File: src/core/smh_pkg.sv
// Shared constants and types for the ten-port stream merger hub
package smh_pkg;
  localparam int NUM_PORTS = 10;
  localparam int AUDIO_W = 16;
  localparam int SIDE_W = 8;
  localparam int ADDR_W = 4;
  localparam int DATA_W = 32;
  localparam int CMD_W = 3;

  // Clock rate and the slow time base
  localparam int CLK_HZ = 200_000_000;
  localparam int TICK_US = 1000;
  localparam int TICK_CYCLES = CLK_HZ / 1_000_000 * TICK_US;
  localparam int DEBOUNCE_MS = 10;
  localparam int BLINK_HALF_MS = 250;
  localparam int DEBOUNCE_TICKS = DEBOUNCE_MS * 1000 / TICK_US;
  localparam int BLINK_TICKS = BLINK_HALF_MS * 1000 / TICK_US;

  // Port masks for the merger sources (bit 0 is port one)
  localparam int NUM_SRC = 5;
  localparam logic [NUM_PORTS-1:0] MASK_ALL = 10'h3ff;
  localparam logic [NUM_PORTS-1:0] MASK_1_9 = 10'h1ff;
  localparam logic [NUM_PORTS-1:0] MASK_1_8 = 10'h0ff;
  localparam logic [NUM_PORTS-1:0] MASK_9_10 = 10'h300;
  localparam logic [NUM_PORTS-1:0] MASK_10 = 10'h200;
  localparam logic [NUM_SRC-1:0][NUM_PORTS-1:0] SRC_MASKS =
    {MASK_10, MASK_9_10, MASK_1_8, MASK_1_9, MASK_ALL};

  // Register offsets and fields
  localparam logic [ADDR_W-1:0] REG_STATUS = 4'h0;
  localparam logic [ADDR_W-1:0] REG_ACTIVITY = 4'h4;
  localparam logic [ADDR_W-1:0] REG_CTRL = 4'h8;
  localparam int ST_MODE_FIXED = 0;
  localparam int ST_MANAGED = 1;
  localparam int ST_JOINED = 2;
  localparam int ST_CFG_LSB = 4;
  localparam int CTRL_REJOIN = 0;
  localparam logic [DATA_W-1:0] REG_ZERO = 32'h0000_0000;

  typedef enum logic [2:0] {
    SMH_CMD_ENUM,
    SMH_CMD_MODE_FULL,
    SMH_CMD_MODE_FIXED,
    SMH_CMD_MANAGED_ON,
    SMH_CMD_MANAGED_OFF,
    SMH_CMD_RELEASE
  } smh_cmd_t;

  typedef enum logic {SMH_MODE_FULL, SMH_MODE_FIXED} smh_mode_t;
  typedef enum logic [1:0] {SMH_CFG_A, SMH_CFG_B, SMH_CFG_C} smh_cfg_t;
  typedef enum logic [2:0] {
    SMH_SRC_ALL,
    SMH_SRC_1_9,
    SMH_SRC_1_8,
    SMH_SRC_9_10,
    SMH_SRC_10
  } smh_src_t;
  typedef enum logic {SMH_JOIN_PEND, SMH_JOIN_DONE} smh_join_t;
endpackage

File: src/core/smh_hub.sv
// Ten-port merger hub: mode control, configuration, routing and indicators
// Behaviour
// - Activity indicator flashes while the join request is pending.
// - After enumeration the activity indicator is steadily on.
// - Managed operation entered only by controller command, no local setting.
// - Managed indicator lit while the network is computer managed.
// - Ten network ports, numbered one through ten.
// - Port routing depends only on mode and, when fixed, configuration.
// - In full-merge mode all ten ports behave identically.
// - Exactly one of three configurations always selected, indicator lit.
// - Each button press advances selection A, B, C cyclically.
// - Selected configuration indicator stays lit in any network mode.
// - Switching to fixed routing applies the selected configuration at once.
// - Front configuration indicator lights only in fixed-routing mode.
// - Every port receives and transmits continuously and simultaneously.
// - Merger and hub have no own settings; mode and configuration rule.
// - Each hub holds its own configuration selection.
// - Full-merge combines audio and side data of all ports to every port.
// - Configuration A merges all ports and sends to all ten.
// - Configuration B: ports 1-9 merged to port 10, port 10 to 1-9.
// - Configuration C: ports 1-8 merged out on ports 8, 9 and 10.
// - Configuration C: ports 9,10 audio to 1-7; side data merged from all.
//
// Design decisions made here: strobed register access and the register addresses.
module smh_hub
  import smh_pkg::*;
#(
  parameter int TICK_DIV = TICK_CYCLES,
  parameter int BLINK_HALF = BLINK_TICKS
)
(
  // Clock and reset
  input wire logic clk_sys,
  input wire logic rst,
  // Port receive streams (pins)
  input wire logic [NUM_PORTS-1:0][AUDIO_W-1:0] rx_audio,
  input wire logic [NUM_PORTS-1:0][SIDE_W-1:0] rx_side,
  input wire logic [NUM_PORTS-1:0] rx_valid,
  // Port transmit streams
  output logic [NUM_PORTS-1:0][AUDIO_W-1:0] tx_audio,
  output logic [NUM_PORTS-1:0][SIDE_W-1:0] tx_side,
  output logic [NUM_PORTS-1:0] tx_valid,
  // Network controller commands (from network logic on clk_sys)
  input wire logic cmd_valid,
  input wire smh_pkg::smh_cmd_t cmd_code,
  output logic join_req,
  // Configuration button (pin)
  input wire logic cfg_button,
  // Indicators
  output logic led_join,
  output logic led_managed,
  output logic led_mode_full,
  output logic led_mode_fixed,
  output logic [2:0] led_cfg_rear,
  output logic [2:0] led_cfg_front,
  output logic [NUM_PORTS-1:0] led_port_act,
  // Register port
  input wire logic [ADDR_W-1:0] reg_addr,
  input wire logic [DATA_W-1:0] reg_wdata,
  input wire logic reg_we,
  input wire logic reg_re,
  output logic [DATA_W-1:0] reg_rdata
);
  import smh_pkg::*;

  logic [NUM_PORTS-1:0][AUDIO_W-1:0] aud_s1_r;
  logic [NUM_PORTS-1:0][AUDIO_W-1:0] aud_s2_r;
  logic [NUM_PORTS-1:0][SIDE_W-1:0] side_s1_r;
  logic [NUM_PORTS-1:0][SIDE_W-1:0] side_s2_r;
  logic [NUM_PORTS-1:0] val_s1_r;
  logic [NUM_PORTS-1:0] val_s2_r;
  logic [17:0] tick_cnt_r;
  logic tick_r;
  logic [11:0] blink_cnt_r;
  logic blink_r;
  logic press;
  smh_mode_t mode_r;
  smh_cfg_t cfg_r;
  smh_join_t join_r;
  logic managed_r;
  logic rejoin_r;
  logic [NUM_SRC-1:0][AUDIO_W-1:0] src_audio;
  logic [SIDE_W-1:0] side_all;

  // Port routing source, from network mode and selected configuration only
  function automatic smh_src_t route_src(smh_mode_t mode, smh_cfg_t cfg, int port);
    smh_src_t s;
    s = SMH_SRC_ALL;
    if (mode == SMH_MODE_FIXED)
    begin
      unique case (cfg)
        SMH_CFG_A: s = SMH_SRC_ALL;
        SMH_CFG_B: s = (port == NUM_PORTS - 1) ? SMH_SRC_1_9 : SMH_SRC_10;
        SMH_CFG_C: s = (port >= 7) ? SMH_SRC_1_8 : SMH_SRC_9_10;
        default: s = SMH_SRC_ALL;
      endcase
    end
    return s;
  endfunction

  // One-hot indicator for a configuration
  function automatic logic [2:0] cfg_onehot(smh_cfg_t cfg);
    logic [2:0] v;
    v = 3'h0;
    unique case (cfg)
      SMH_CFG_A: v = 3'h1;
      SMH_CFG_B: v = 3'h2;
      SMH_CFG_C: v = 3'h4;
      default: v = 3'h1;
    endcase
    return v;
  endfunction

  // Receive pins cross into clk_sys through two flops
  always_ff @(posedge clk_sys or posedge rst)
  begin
    if (rst)
    begin
      aud_s1_r <= '0;
      aud_s2_r <= '0;
      side_s1_r <= '0;
      side_s2_r <= '0;
      val_s1_r <= '0;
      val_s2_r <= '0;
    end
    else
    begin
      aud_s1_r <= rx_audio;
      aud_s2_r <= aud_s1_r;
      side_s1_r <= rx_side;
      side_s2_r <= side_s1_r;
      val_s1_r <= rx_valid;
      val_s2_r <= val_s1_r;
    end
  end

  // Millisecond time base
  always_ff @(posedge clk_sys or posedge rst)
  begin
    if (rst)
    begin
      tick_cnt_r <= 18'h0_0000;
      tick_r <= 1'b0;
    end
    else
    begin
      tick_r <= 1'b0;
      if (tick_cnt_r == 18'(TICK_DIV - 1))
      begin
        tick_cnt_r <= 18'h0_0000;
        tick_r <= 1'b1;
      end
      else
        tick_cnt_r <= tick_cnt_r + 18'h0_0001;
    end
  end

  // Flash rate for the pending join
  always_ff @(posedge clk_sys or posedge rst)
  begin
    if (rst)
    begin
      blink_cnt_r <= 12'h000;
      blink_r <= 1'b1;
    end
    else if (tick_r)
    begin
      if (blink_cnt_r == 12'(BLINK_HALF - 1))
      begin
        blink_cnt_r <= 12'h000;
        blink_r <= ~blink_r;
      end
      else
        blink_cnt_r <= blink_cnt_r + 12'h001;
    end
  end

  smh_debounce u_debounce (
    .clk_sys(clk_sys),
    .rst(rst),
    .tick(tick_r),
    .button_pin(cfg_button),
    .press(press)
  );

  // Selection lives only in this hub; reset picks A so one is always chosen
  always_ff @(posedge clk_sys or posedge rst)
  begin
    if (rst)
      cfg_r <= SMH_CFG_A;
    else if (press)
    begin
      unique case (cfg_r)
        SMH_CFG_A: cfg_r <= SMH_CFG_B;
        SMH_CFG_B: cfg_r <= SMH_CFG_C;
        SMH_CFG_C: cfg_r <= SMH_CFG_A;
        default: cfg_r <= SMH_CFG_A;
      endcase
    end
  end

  // Mode follows the controller only, never a local input
  always_ff @(posedge clk_sys or posedge rst)
  begin
    if (rst)
      mode_r <= SMH_MODE_FULL;
    else if (cmd_valid && cmd_code == SMH_CMD_MODE_FULL)
      mode_r <= SMH_MODE_FULL;
    else if (cmd_valid && cmd_code == SMH_CMD_MODE_FIXED)
      mode_r <= SMH_MODE_FIXED;
  end

  // Managed operation has no software or panel path in
  always_ff @(posedge clk_sys or posedge rst)
  begin
    if (rst)
      managed_r <= 1'b0;
    else if (cmd_valid && cmd_code == SMH_CMD_MANAGED_ON)
      managed_r <= 1'b1;
    else if (cmd_valid && cmd_code == SMH_CMD_MANAGED_OFF)
      managed_r <= 1'b0;
  end

  // Join state: pending until enumerated; release or software retry re-arms it
  always_ff @(posedge clk_sys or posedge rst)
  begin
    if (rst)
      join_r <= SMH_JOIN_PEND;
    else
    begin
      unique case (join_r)
        SMH_JOIN_PEND:
          if (cmd_valid && cmd_code == SMH_CMD_ENUM)
            join_r <= SMH_JOIN_DONE;
        SMH_JOIN_DONE:
          if ((cmd_valid && cmd_code == SMH_CMD_RELEASE) || rejoin_r)
            join_r <= SMH_JOIN_PEND;
      endcase
    end
  end

  // Merger sources, one per port mask
  generate
    for (genvar s = 0; s < NUM_SRC; s++)
    begin : g_src
      smh_merge #(.W(AUDIO_W)) u_merge (
        .mask(SRC_MASKS[s]),
        .valid(val_s2_r),
        .data_in(aud_s2_r),
        .data_out(src_audio[s])
      );
    end
  endgenerate

  // Side data channel is merged from every port in every mode
  smh_merge #(.W(SIDE_W)) u_side (
    .mask(MASK_ALL),
    .valid(val_s2_r),
    .data_in(side_s2_r),
    .data_out(side_all)
  );

  // Hub section: every port transmits every cycle, routing re-evaluated each cycle
  generate
    for (genvar p = 0; p < NUM_PORTS; p++)
    begin : g_tx
      always_ff @(posedge clk_sys or posedge rst)
      begin
        if (rst)
        begin
          tx_audio[p] <= '0;
          tx_side[p] <= '0;
          tx_valid[p] <= 1'b0;
        end
        else
        begin
          tx_audio[p] <= src_audio[route_src(mode_r, cfg_r, p)];
          tx_side[p] <= side_all;
          tx_valid[p] <= 1'b1;
        end
      end
    end
  endgenerate

  // Indicators
  always_ff @(posedge clk_sys or posedge rst)
  begin
    if (rst)
    begin
      join_req <= 1'b0;
      led_join <= 1'b0;
      led_managed <= 1'b0;
      led_mode_full <= 1'b0;
      led_mode_fixed <= 1'b0;
      led_cfg_rear <= 3'h0;
      led_cfg_front <= 3'h0;
      led_port_act <= '0;
    end
    else
    begin
      join_req <= (join_r == SMH_JOIN_PEND);
      led_join <= (join_r == SMH_JOIN_DONE) ? 1'b1 : blink_r;
      led_managed <= managed_r;
      led_mode_full <= (mode_r == SMH_MODE_FULL);
      led_mode_fixed <= (mode_r == SMH_MODE_FIXED);
      led_cfg_rear <= cfg_onehot(cfg_r);
      led_cfg_front <= (mode_r == SMH_MODE_FIXED) ? cfg_onehot(cfg_r) : 3'h0;
      led_port_act <= val_s2_r;
    end
  end

  // Software retry of the join request; a one-cycle pulse
  always_ff @(posedge clk_sys or posedge rst)
  begin
    if (rst)
      rejoin_r <= 1'b0;
    else
      rejoin_r <= reg_we && reg_addr == REG_CTRL && reg_wdata[CTRL_REJOIN];
  end

  // Read data stands one cycle after the strobe; unmapped reads return zero
  always_ff @(posedge clk_sys or posedge rst)
  begin
    if (rst)
      reg_rdata <= REG_ZERO;
    else
    begin
      reg_rdata <= REG_ZERO;
      if (reg_re)
      begin
        if (reg_addr == REG_STATUS)
        begin
          reg_rdata[ST_MODE_FIXED] <= (mode_r == SMH_MODE_FIXED);
          reg_rdata[ST_MANAGED] <= managed_r;
          reg_rdata[ST_JOINED] <= (join_r == SMH_JOIN_DONE);
          reg_rdata[ST_CFG_LSB +: 2] <= cfg_r;
        end
        else if (reg_addr == REG_ACTIVITY)
          reg_rdata[NUM_PORTS-1:0] <= val_s2_r;
      end
    end
  end
endmodule

File: src/core/smh_debounce.sv
// Button synchroniser and debouncer giving one pulse per press
module smh_debounce
  import smh_pkg::*;
(
  // Clock and reset
  input wire logic clk_sys,
  input wire logic rst,
  // Time base and button
  input wire logic tick,
  input wire logic button_pin,
  // Press event
  output logic press
);
  logic sync1_r;
  logic sync2_r;
  logic stable_r;
  logic [15:0] cnt_r;

  always_ff @(posedge clk_sys or posedge rst)
  begin
    if (rst)
    begin
      sync1_r <= 1'b0;
      sync2_r <= 1'b0;
    end
    else
    begin
      sync1_r <= button_pin;
      sync2_r <= sync1_r;
    end
  end

  // A level must hold for the full window before it is accepted
  always_ff @(posedge clk_sys or posedge rst)
  begin
    if (rst)
    begin
      stable_r <= 1'b0;
      cnt_r <= 16'h0000;
      press <= 1'b0;
    end
    else
    begin
      press <= 1'b0;
      if (sync2_r == stable_r)
        cnt_r <= 16'h0000;
      else if (tick)
      begin
        if (cnt_r == 16'(DEBOUNCE_TICKS - 1))
        begin
          stable_r <= sync2_r;
          cnt_r <= 16'h0000;
          press <= sync2_r;
        end
        else
          cnt_r <= cnt_r + 16'h0001;
      end
    end
  end
endmodule

File: src/core/smh_merge.sv
// Combinational merge of the port streams selected by a mask
module smh_merge
  import smh_pkg::*;
#(
  parameter int W = AUDIO_W
)
(
  // Selection
  input wire logic [NUM_PORTS-1:0] mask,
  input wire logic [NUM_PORTS-1:0] valid,
  // Streams
  input wire logic [NUM_PORTS-1:0][W-1:0] data_in,
  output logic [W-1:0] data_out
);
  // Slots on the network are disjoint, so an OR of live ports merges them
  always_comb
  begin
    data_out = '0;
    for (int p = 0; p < NUM_PORTS; p++)
      if (mask[p] && valid[p])
        data_out = data_out | data_in[p];
  end
endmodule

File: config.mk
export PLATFORM = sky130hd
export DESIGN_NAME = smh_hub
export DESIGN_NICKNAME = d
export VERILOG_FILES = /design/src/core/smh_pkg.sv /design/src/core/smh_hub.sv /design/src/core/smh_debounce.sv /design/src/core/smh_merge.sv
export SDC_FILE = /design/constraint.sdc
export NUM_CORES = 1
export LEC_CHECK = 0
export BUFFER_PORTS_ARGS = -buffer_cell sky130_fd_sc_hd__buf_4
export CAP_MARGIN = 30
export CORE_AREA = 2 2 232 234
export CTS_BUF_LIST = sky130_fd_sc_hd__clkbuf_2
export CTS_CLUSTER_SIZE = 25
export DETAILED_ROUTE_END_ITERATION = 12
export DIE_AREA = 0 0 234 236
export PLACE_DENSITY_LB_ADDON = 0.25
export SYNTH_ARGS = -nofsm -noshare
export SYNTH_HDL_FRONTEND = slang
export SYNTH_HIERARCHICAL = 1
export SYNTH_SLANG_ARGS = --single-unit
export TNS_END_PERCENT = 50
File: constraint.sdc
create_clock -name clk_sys -period 50.2 [get_ports clk_sys]
set_input_delay 15.06 -clock clk_sys [delete_from_list [all_inputs] [get_ports clk_sys]]
set_output_delay 15.06 -clock clk_sys [all_outputs]
set_load 0.01 [all_outputs]
==> results of run 1 <==
==> power by group through the flow <==
| stage | Combinational (W) | Sequential (W) | Clock (W) |
|---|---|---|---|
| after floorplan | 0.0000985 | 0.000577 | 0 |
| after global placement | 0.000147 | 0.000582 | 0 |
| after detailed placement | 0.000149 | 0.000584 | 0 |
| after CTS | 0.000150 | 0.000574 | 0.000332 |
| after global routing | 0.000168 | 0.000577 | 0.000361 |
| final | 0.000158 | 0.000573 | 0.000319 |
==> kinds of logic (layout without fill, tap and decap cells) <==
kind of cell / after synthesis / count (layout) / share of synthesized area
simple gates: 666 / 666 / 0.149
flops: 646 / 646 / 0.598
compound gates: 415 / 415 / 0.131
buf+inv: 362 / 842 / 0.0906
xor+xnor: 30 / 30 / 0.00999
mux: 25 / 25 / 0.0170
fa+ha+maj: 9 / 9 / 0.00416
other cells: 2 / 201 / 0.000278
==> placed cells by master (no fill, tap or decap), types with 41 or more instances in the layout <==
master / netlist / layout
and3_1: 103 / 103
nand3_1: 243 / 243
a22oi_1: 269 / 269
conb_1: 2 / 193
clkbuf_2: 11 / 221
nand4_1: 95 / 95
and4_1: 61 / 61
a21oi_1: 41 / 41
buf_4: 217 / 557
dfrtp_1: 645 / 641
==> flip-flops by register name, indices dropped and copies added (netlist names), 2 cells and up <==
signal / flops
tx_side: 8
tick_cnt_r: 18
led_cfg_rear: 3
val_s1_r: 10
side_s2_r: 80
led_cfg_front: 3
tx_audio: 48
blink_cnt_r: 12
aud_s1_r: 160
aud_s2_r: 160
reg_rdata: 10
cfg_r: 2
led_port_act: 10
side_s1_r: 80
val_s2_r: 10
u_debounce/cnt_r: 16
==> per-layer routing <==
metal / vias to the layer above / wire [um] / track usage
met1: 10100 / 32000 / 0.397
met2: 1463 / 41700 / 0.505
met5: - / 13 / 0
met4: 2 / 4040 / 0.146
met3: 304 / 8990 / 0.0889
li1: 8814 / - / -
==> path summary, 6_finish.rpt <==
check,start,slack (ps),end,depth (start not counted)
setup / recovery,tx_side[73]$_DFF_PP0_,33000,tx_side[49],1
hold / removal,side_s1_r[56]$_DFF_PP0_,290,side_s2_r[56]$_DFF_PP0_,0
setup reg to reg,cfg_r[1]$_DFFE_PP0P_,47000,tx_audio[107]$_DFF_PP0_,8
hold reg to reg,side_s1_r[56]$_DFF_PP0_,290,side_s2_r[56]$_DFF_PP0_,0
max in group asynchronous,rst,33830,aud_s1_r[125]$_DFF_PP0_,4
min in group asynchronous,rst,13970,u_debounce/cnt_r[0]$_DFFE_PP0P_,2
==> per-stage QoR <==
stage | total power [W] | cell area [um2]
after CTS | 0.00106 | 31900
after global placement | 0.000729 | 30500
after detailed placement | 0.000733 | 30600
final | 0.00105 | 31900
after floorplan | 0.000676 | 27800
after global routing | 0.00111 | 31900
==> cell type report <==
class / instances / area [um2]
diodes: 8 / 20.0
clock buffers: 221 / 1110
clock inverters: 41 / 204
fillers: 4326 / 21100
inverters: 14 / 60.1
multi-input cells: 1338 / 9150
flip-flops and latches: 646 / 16200
well taps: 696 / 871
repair buffers: 566 / 4360
==> impl_results.md, run 1 <==
- Outcome: completed
- Slew headroom: 0.207
- Primary FF master, synth: dfrtp_1
- Peak VDD IR: 25.7 uV
- Num Clock Sinks: 646
- DRT iter0 DRCs: 2,360
- Die height: 236 um
- H-Tree Depth: 4
- Post-synth EDFFs: 0
- Worst-path fanout max: 10
- Slowest stage cell, crit path: dfrtp_1
- Initial Util: 0.510
- First-pass GRT wire length: 126,000 um
- Post-CTS Setup Bufs: 0
- TritonCTS buffer count: 156
- Final worst slack: 33,000 ps
- Syn_area_per_cell: 12.6 um2
- Top Ports: 598
- Combinational group share of total power: 0.151
- Post-synthesis register bit count: 646
- Max Clock Freq: 58.1 MHz
- CTS tree: built
- Top post-synthesis cells by area: dfrtp_1 60%, a22oi_1 7.5%, buf_4 6.0%
- Sw frac: 0.299
- Family with the most delay on the worst path: flip-flops
- Period utilization: 0.343
- Post-route DRC: 0
- Root buf cell: clkbuf_2
- Dpl ws: 32,470 ps
- Critical Path End Type: output pin
- Pwr/cell area: 32.9 nW/um2
- Cells after Synth: 2,155
- Antenna Nets Post-Route: 0
- Drt pass-1 iters: 11
- Final Hold Slack: 290 ps
- RSZ-0062 raised after global routing: no
- CP peak stage delay: 680 ps
- P&R area growth vs syn: 18.1%
- Detailed Place HPWL: 60,600 um
- Longest Clk Path Bufs: 3
- Synth cell count leaders: 645 x dfrtp_1, 269 x a22oi_1, 243 x nand3_1
- Final wirelength: 86,800 um
- Row count: 85
- Die Area: 55,200 um2
- Die W: 234 um
- Count of cell types in the netlist: 68
- Total GRT Usage: 0.316
- GPL Wtd Cong: 0.944
- Worst path required time: 35,140 ps
- Max-cap violations: 0
- Largest net degree at the start of global routing: 185
- Via-to-Cell Ratio: 5.85
- CTS resizes: 0
- DP Cell Count: 3,259
- Core Footprint: 53,100 um2
- Layout Skew: 103 ps
- Number of global-route vias before repair: 20,400
- Clock latency on the worst-skew pair: 1300 ps
- Final worst path period need: 17,200 ps
- Layout cell share with drive strength beyond 1: 0.315
- Dominant cell type by area after synthesis: dfrtp_1
- CP startpoint kind: flip-flop
- Leak Pwr: 14.6 nW
- Hold Violations, Final: 0
- Seq/Total Area, Yosys: 0.598
- Async SR Flop Fraction: 1.00
- Worst-Margin Slew: 1190 ps
- Final TNS setup: 0 ps
- Syn Std Cell Area: 27,000 um2
- Switching power of the nets: 0.000314 W
- Count leader, synth: dfrtp_1
- CP Buf/Inv Count: 1
- Ys Warns: 6
- Internal cell power: 0.000737 W
- # nets final: 3,026
- Port Buf Inserts: 544
- CTS Hold Bufs: 0
- Final Util: 0.602
- GRT overflow: 0
- Non-Filler Instances: 3,530
- Type of the worst setup path: flip-flop to output pin
- Via Count: 20,600
- Clk slew on worst S/H paths: 110 ps
- Clock power frac: 0.304
- CP cell instances: buf_4
- # setup viols final: 0
- WL per Instance: 24.6 um
- Worst hold path type: flip-flop to flip-flop
- Initial antenna violation count: 14
- WP data arrival: 2140 ps
- Top-area cell type share of the netlist area: 0.597
- Pins Over Slew Limit: 0
- Register share of total power: 0.546
(Power assumes the default switching activity.)
==> run 2: changes to the inputs <==
--- a/config.mk
+++ b/config.mk
@@ -7,11 +7,11 @@
 export LEC_CHECK = 0
 export BUFFER_PORTS_ARGS = -buffer_cell sky130_fd_sc_hd__buf_4
 export CAP_MARGIN = 30
-export CORE_AREA = 2 2 232 234
+export CORE_ASPECT_RATIO = 1.1
+export CORE_UTILIZATION = 51
 export CTS_BUF_LIST = sky130_fd_sc_hd__clkbuf_2
 export CTS_CLUSTER_SIZE = 25
 export DETAILED_ROUTE_END_ITERATION = 12
-export DIE_AREA = 0 0 234 236
 export PLACE_DENSITY_LB_ADDON = 0.25
 export SYNTH_ARGS = -nofsm -noshare
 export SYNTH_HDL_FRONTEND = slang
==> constraint.sdc (replaced) <==
create_clock -name clk_sys -period 15.1 [get_ports clk_sys]
set_input_delay 4.53 -clock clk_sys [delete_from_list [all_inputs] [get_ports clk_sys]]
set_output_delay 4.53 -clock clk_sys [all_outputs]
set_load 0.01 [all_outputs]
==> run 2 against run 1 <==
Net effect:
- wire length is 2.4% lower
- non-clock buffer count is 2 lower
- final cell count is 0.79% lower
- utilization is 0.75 points higher
- sequential share of layout area hardly changed
- first-iteration DRC count is 2.1% higher
- via count is 1.1% lower
- sequential cell count stayed put
- critical endpoint is now tx_side[9]
==> impl_results.md, run 2 (synthesis gave the netlist of run 1 again) <==
- Outcome: completed
- Power, Total: 0.00352 W
- CP peak stage delay: 630 ps
- Slowest stage cell, crit path: dfrtp_1
- P&R area growth vs syn: 18.1%
- Worst hold path type: flip-flop to flip-flop
- CTS tree: built
- GPL Wtd Cong: 0.942
- Die W: 222 um
- Switching power of the nets: 0.00104 W
- Final worst path period need: 6740 ps
- Via-to-Cell Ratio: 5.83
- First-pass GRT wire length: 125,000 um
- Period utilization: 0.446
- Max Clock Freq: 148 MHz
- Core Footprint: 52,400 um2
- Combinational group share of total power: 0.146
- WP data arrival: 2210 ps
- Slew headroom: 0.175
- Post-CTS Setup Bufs: 0
- Leak Pwr: 14.6 nW
- Total GRT Usage: 0.316
- Initial Util: 0.516
- Area of the multi-input gates: 9150 um2
- Register share of total power: 0.542
- Hold Violations, Final: 0
- Port Buf Inserts: 544
- Fill cells: 4,280
- Critical Path End Type: output pin
- Initial antenna violation count: 12
- CTS Hold Bufs: 0
- CP Buf/Inv Count: 1
- Most common cell after layout, fill and taps aside: dfrtp_1
- Crit. path cell count: 1
- CP startpoint kind: flip-flop
- Final wirelength: 84,700 um
- # nets final: 3,018
- Num Clock Sinks: 646
- Row count: 88
- Longest Clk Path Bufs: 3
- Final Hold Slack: 284 ps
- Reg area: 16,200 um2
- Number of global-route vias before repair: 20,000
- Via Count: 20,400
- CTS resizes: 0
- Max-cap violations: 0
- Pins Over Slew Limit: 0
- Family with the most delay on the worst path: flip-flops
- Antenna Nets Post-Route: 0
- Clk slew on worst S/H paths: 100 ps
- Die height: 244 um
- Post-route DRC: 0
- Hold Path Stages: 0
- Worst path required time: 10,570 ps
- Final TNS setup: 0 ps
- Internal cell power: 0.00248 W
- Clock power frac: 0.312
- Worst r2r path cells: 8
- TritonCTS buffer count: 150
- Worst-Margin Slew: 1240 ps
- Worst-path fanout max: 10
- CP cell instances: buf_4
- H-Tree Depth: 4
- Sw frac: 0.294
- Clock latency on the worst-skew pair: 1360 ps
- Peak VDD IR: 79.8 uV
- GRT overflow: 0
- Layout cell share with drive strength beyond 1: 0.311
- Die Area: 54,000 um2
- WL per Instance: 24.2 um
- Pwr/cell area: 110 nW/um2
- Type of the worst setup path: flip-flop to output pin
- Drt pass-1 iters: 8
- RSZ-0062 raised after global routing: no
- Root buf cell: clkbuf_2
- Largest net degree at the start of global routing: 185
- Top Ports: 598
- DRT iter0 DRCs: 2,410
- Detailed Place HPWL: 59,600 um
- Layout Skew: 95.1 ps
- Largest registers: aud_s1_r x160, aud_s2_r x160
- # setup viols final: 0
- Most frequent cells in the layout: 641 x dfrtp_1, 557 x buf_4, 269 x a22oi_1, 243 x nand3_1, 210 x clkbuf_2
==> run 2: power groups by stage <==
stage	Clock, W	Combinational, W	Sequential [W]
finish	0.00110	0.000515	0.00191
CTS	0.00115	0.000485	0.00191
global placement	0	0.000478	0.00194
detailed placement	0	0.000484	0.00194
global route	0.00124	0.000544	0.00192
floorplan	0	0.000328	0.00192
==> run 2: cell type report <==
class,count,share of cell area
flip-flops and latches,646,0.506
multi-input cells,1338,0.287
repair buffers,564,0.135
clock buffers,210,0.0329
well taps,675,0.0264
clock inverters,45,0.00976
inverters,14,0.00176
diodes,10,0.000784
==> run 2: routing by layer <==
layer	GRT usage	share of wire	vias to the layer above
met3	0.106	0.11	294
met4	0.151	0.044	12
li1	-	-	8792
met5	0	0.0011	-
met2	0.509	0.48	1447
met1	0.382	0.36	9863
==> run 2: final timing paths <==
| path | endpoint | start | slack (ps) |
|---|---|---|---|
| max | tx_side[9] | tx_side[73]$_DFF_PP0_ | 8360 |
| min | aud_s2_r[137]$_DFF_PP0_ | aud_s1_r[137]$_DFF_PP0_ | 280 |
| max reg2reg | tx_audio[115]$_DFF_PP0_ | cfg_r[1]$_DFFE_PP0P_ | 11970 |
| min reg2reg | aud_s2_r[137]$_DFF_PP0_ | aud_s1_r[137]$_DFF_PP0_ | 280 |
| max in group asynchronous | aud_s2_r[157]$_DFF_PP0_ | rst | 8970 |
| min in group asynchronous | led_port_act[3]$_DFF_PP0_ | rst | 3200 |
==> run 2: through the flow <==
| step | std cells | util | worst slack [ps] | cell area (um2) |
|---|---|---|---|---|
| global route | 3496 | 0.609 | 8200 | 31900 |
| floorplan | 2346 | - | 2020 | 27800 |
| global placement | 3231 | 0.581 | 7650 | 30400 |
| CTS | 3488 | 0.608 | 8160 | 31800 |
| detailed placement | 3233 | 0.582 | 7560 | 30500 |
| finish | 3502 | 0.609 | 8360 | 31900 |
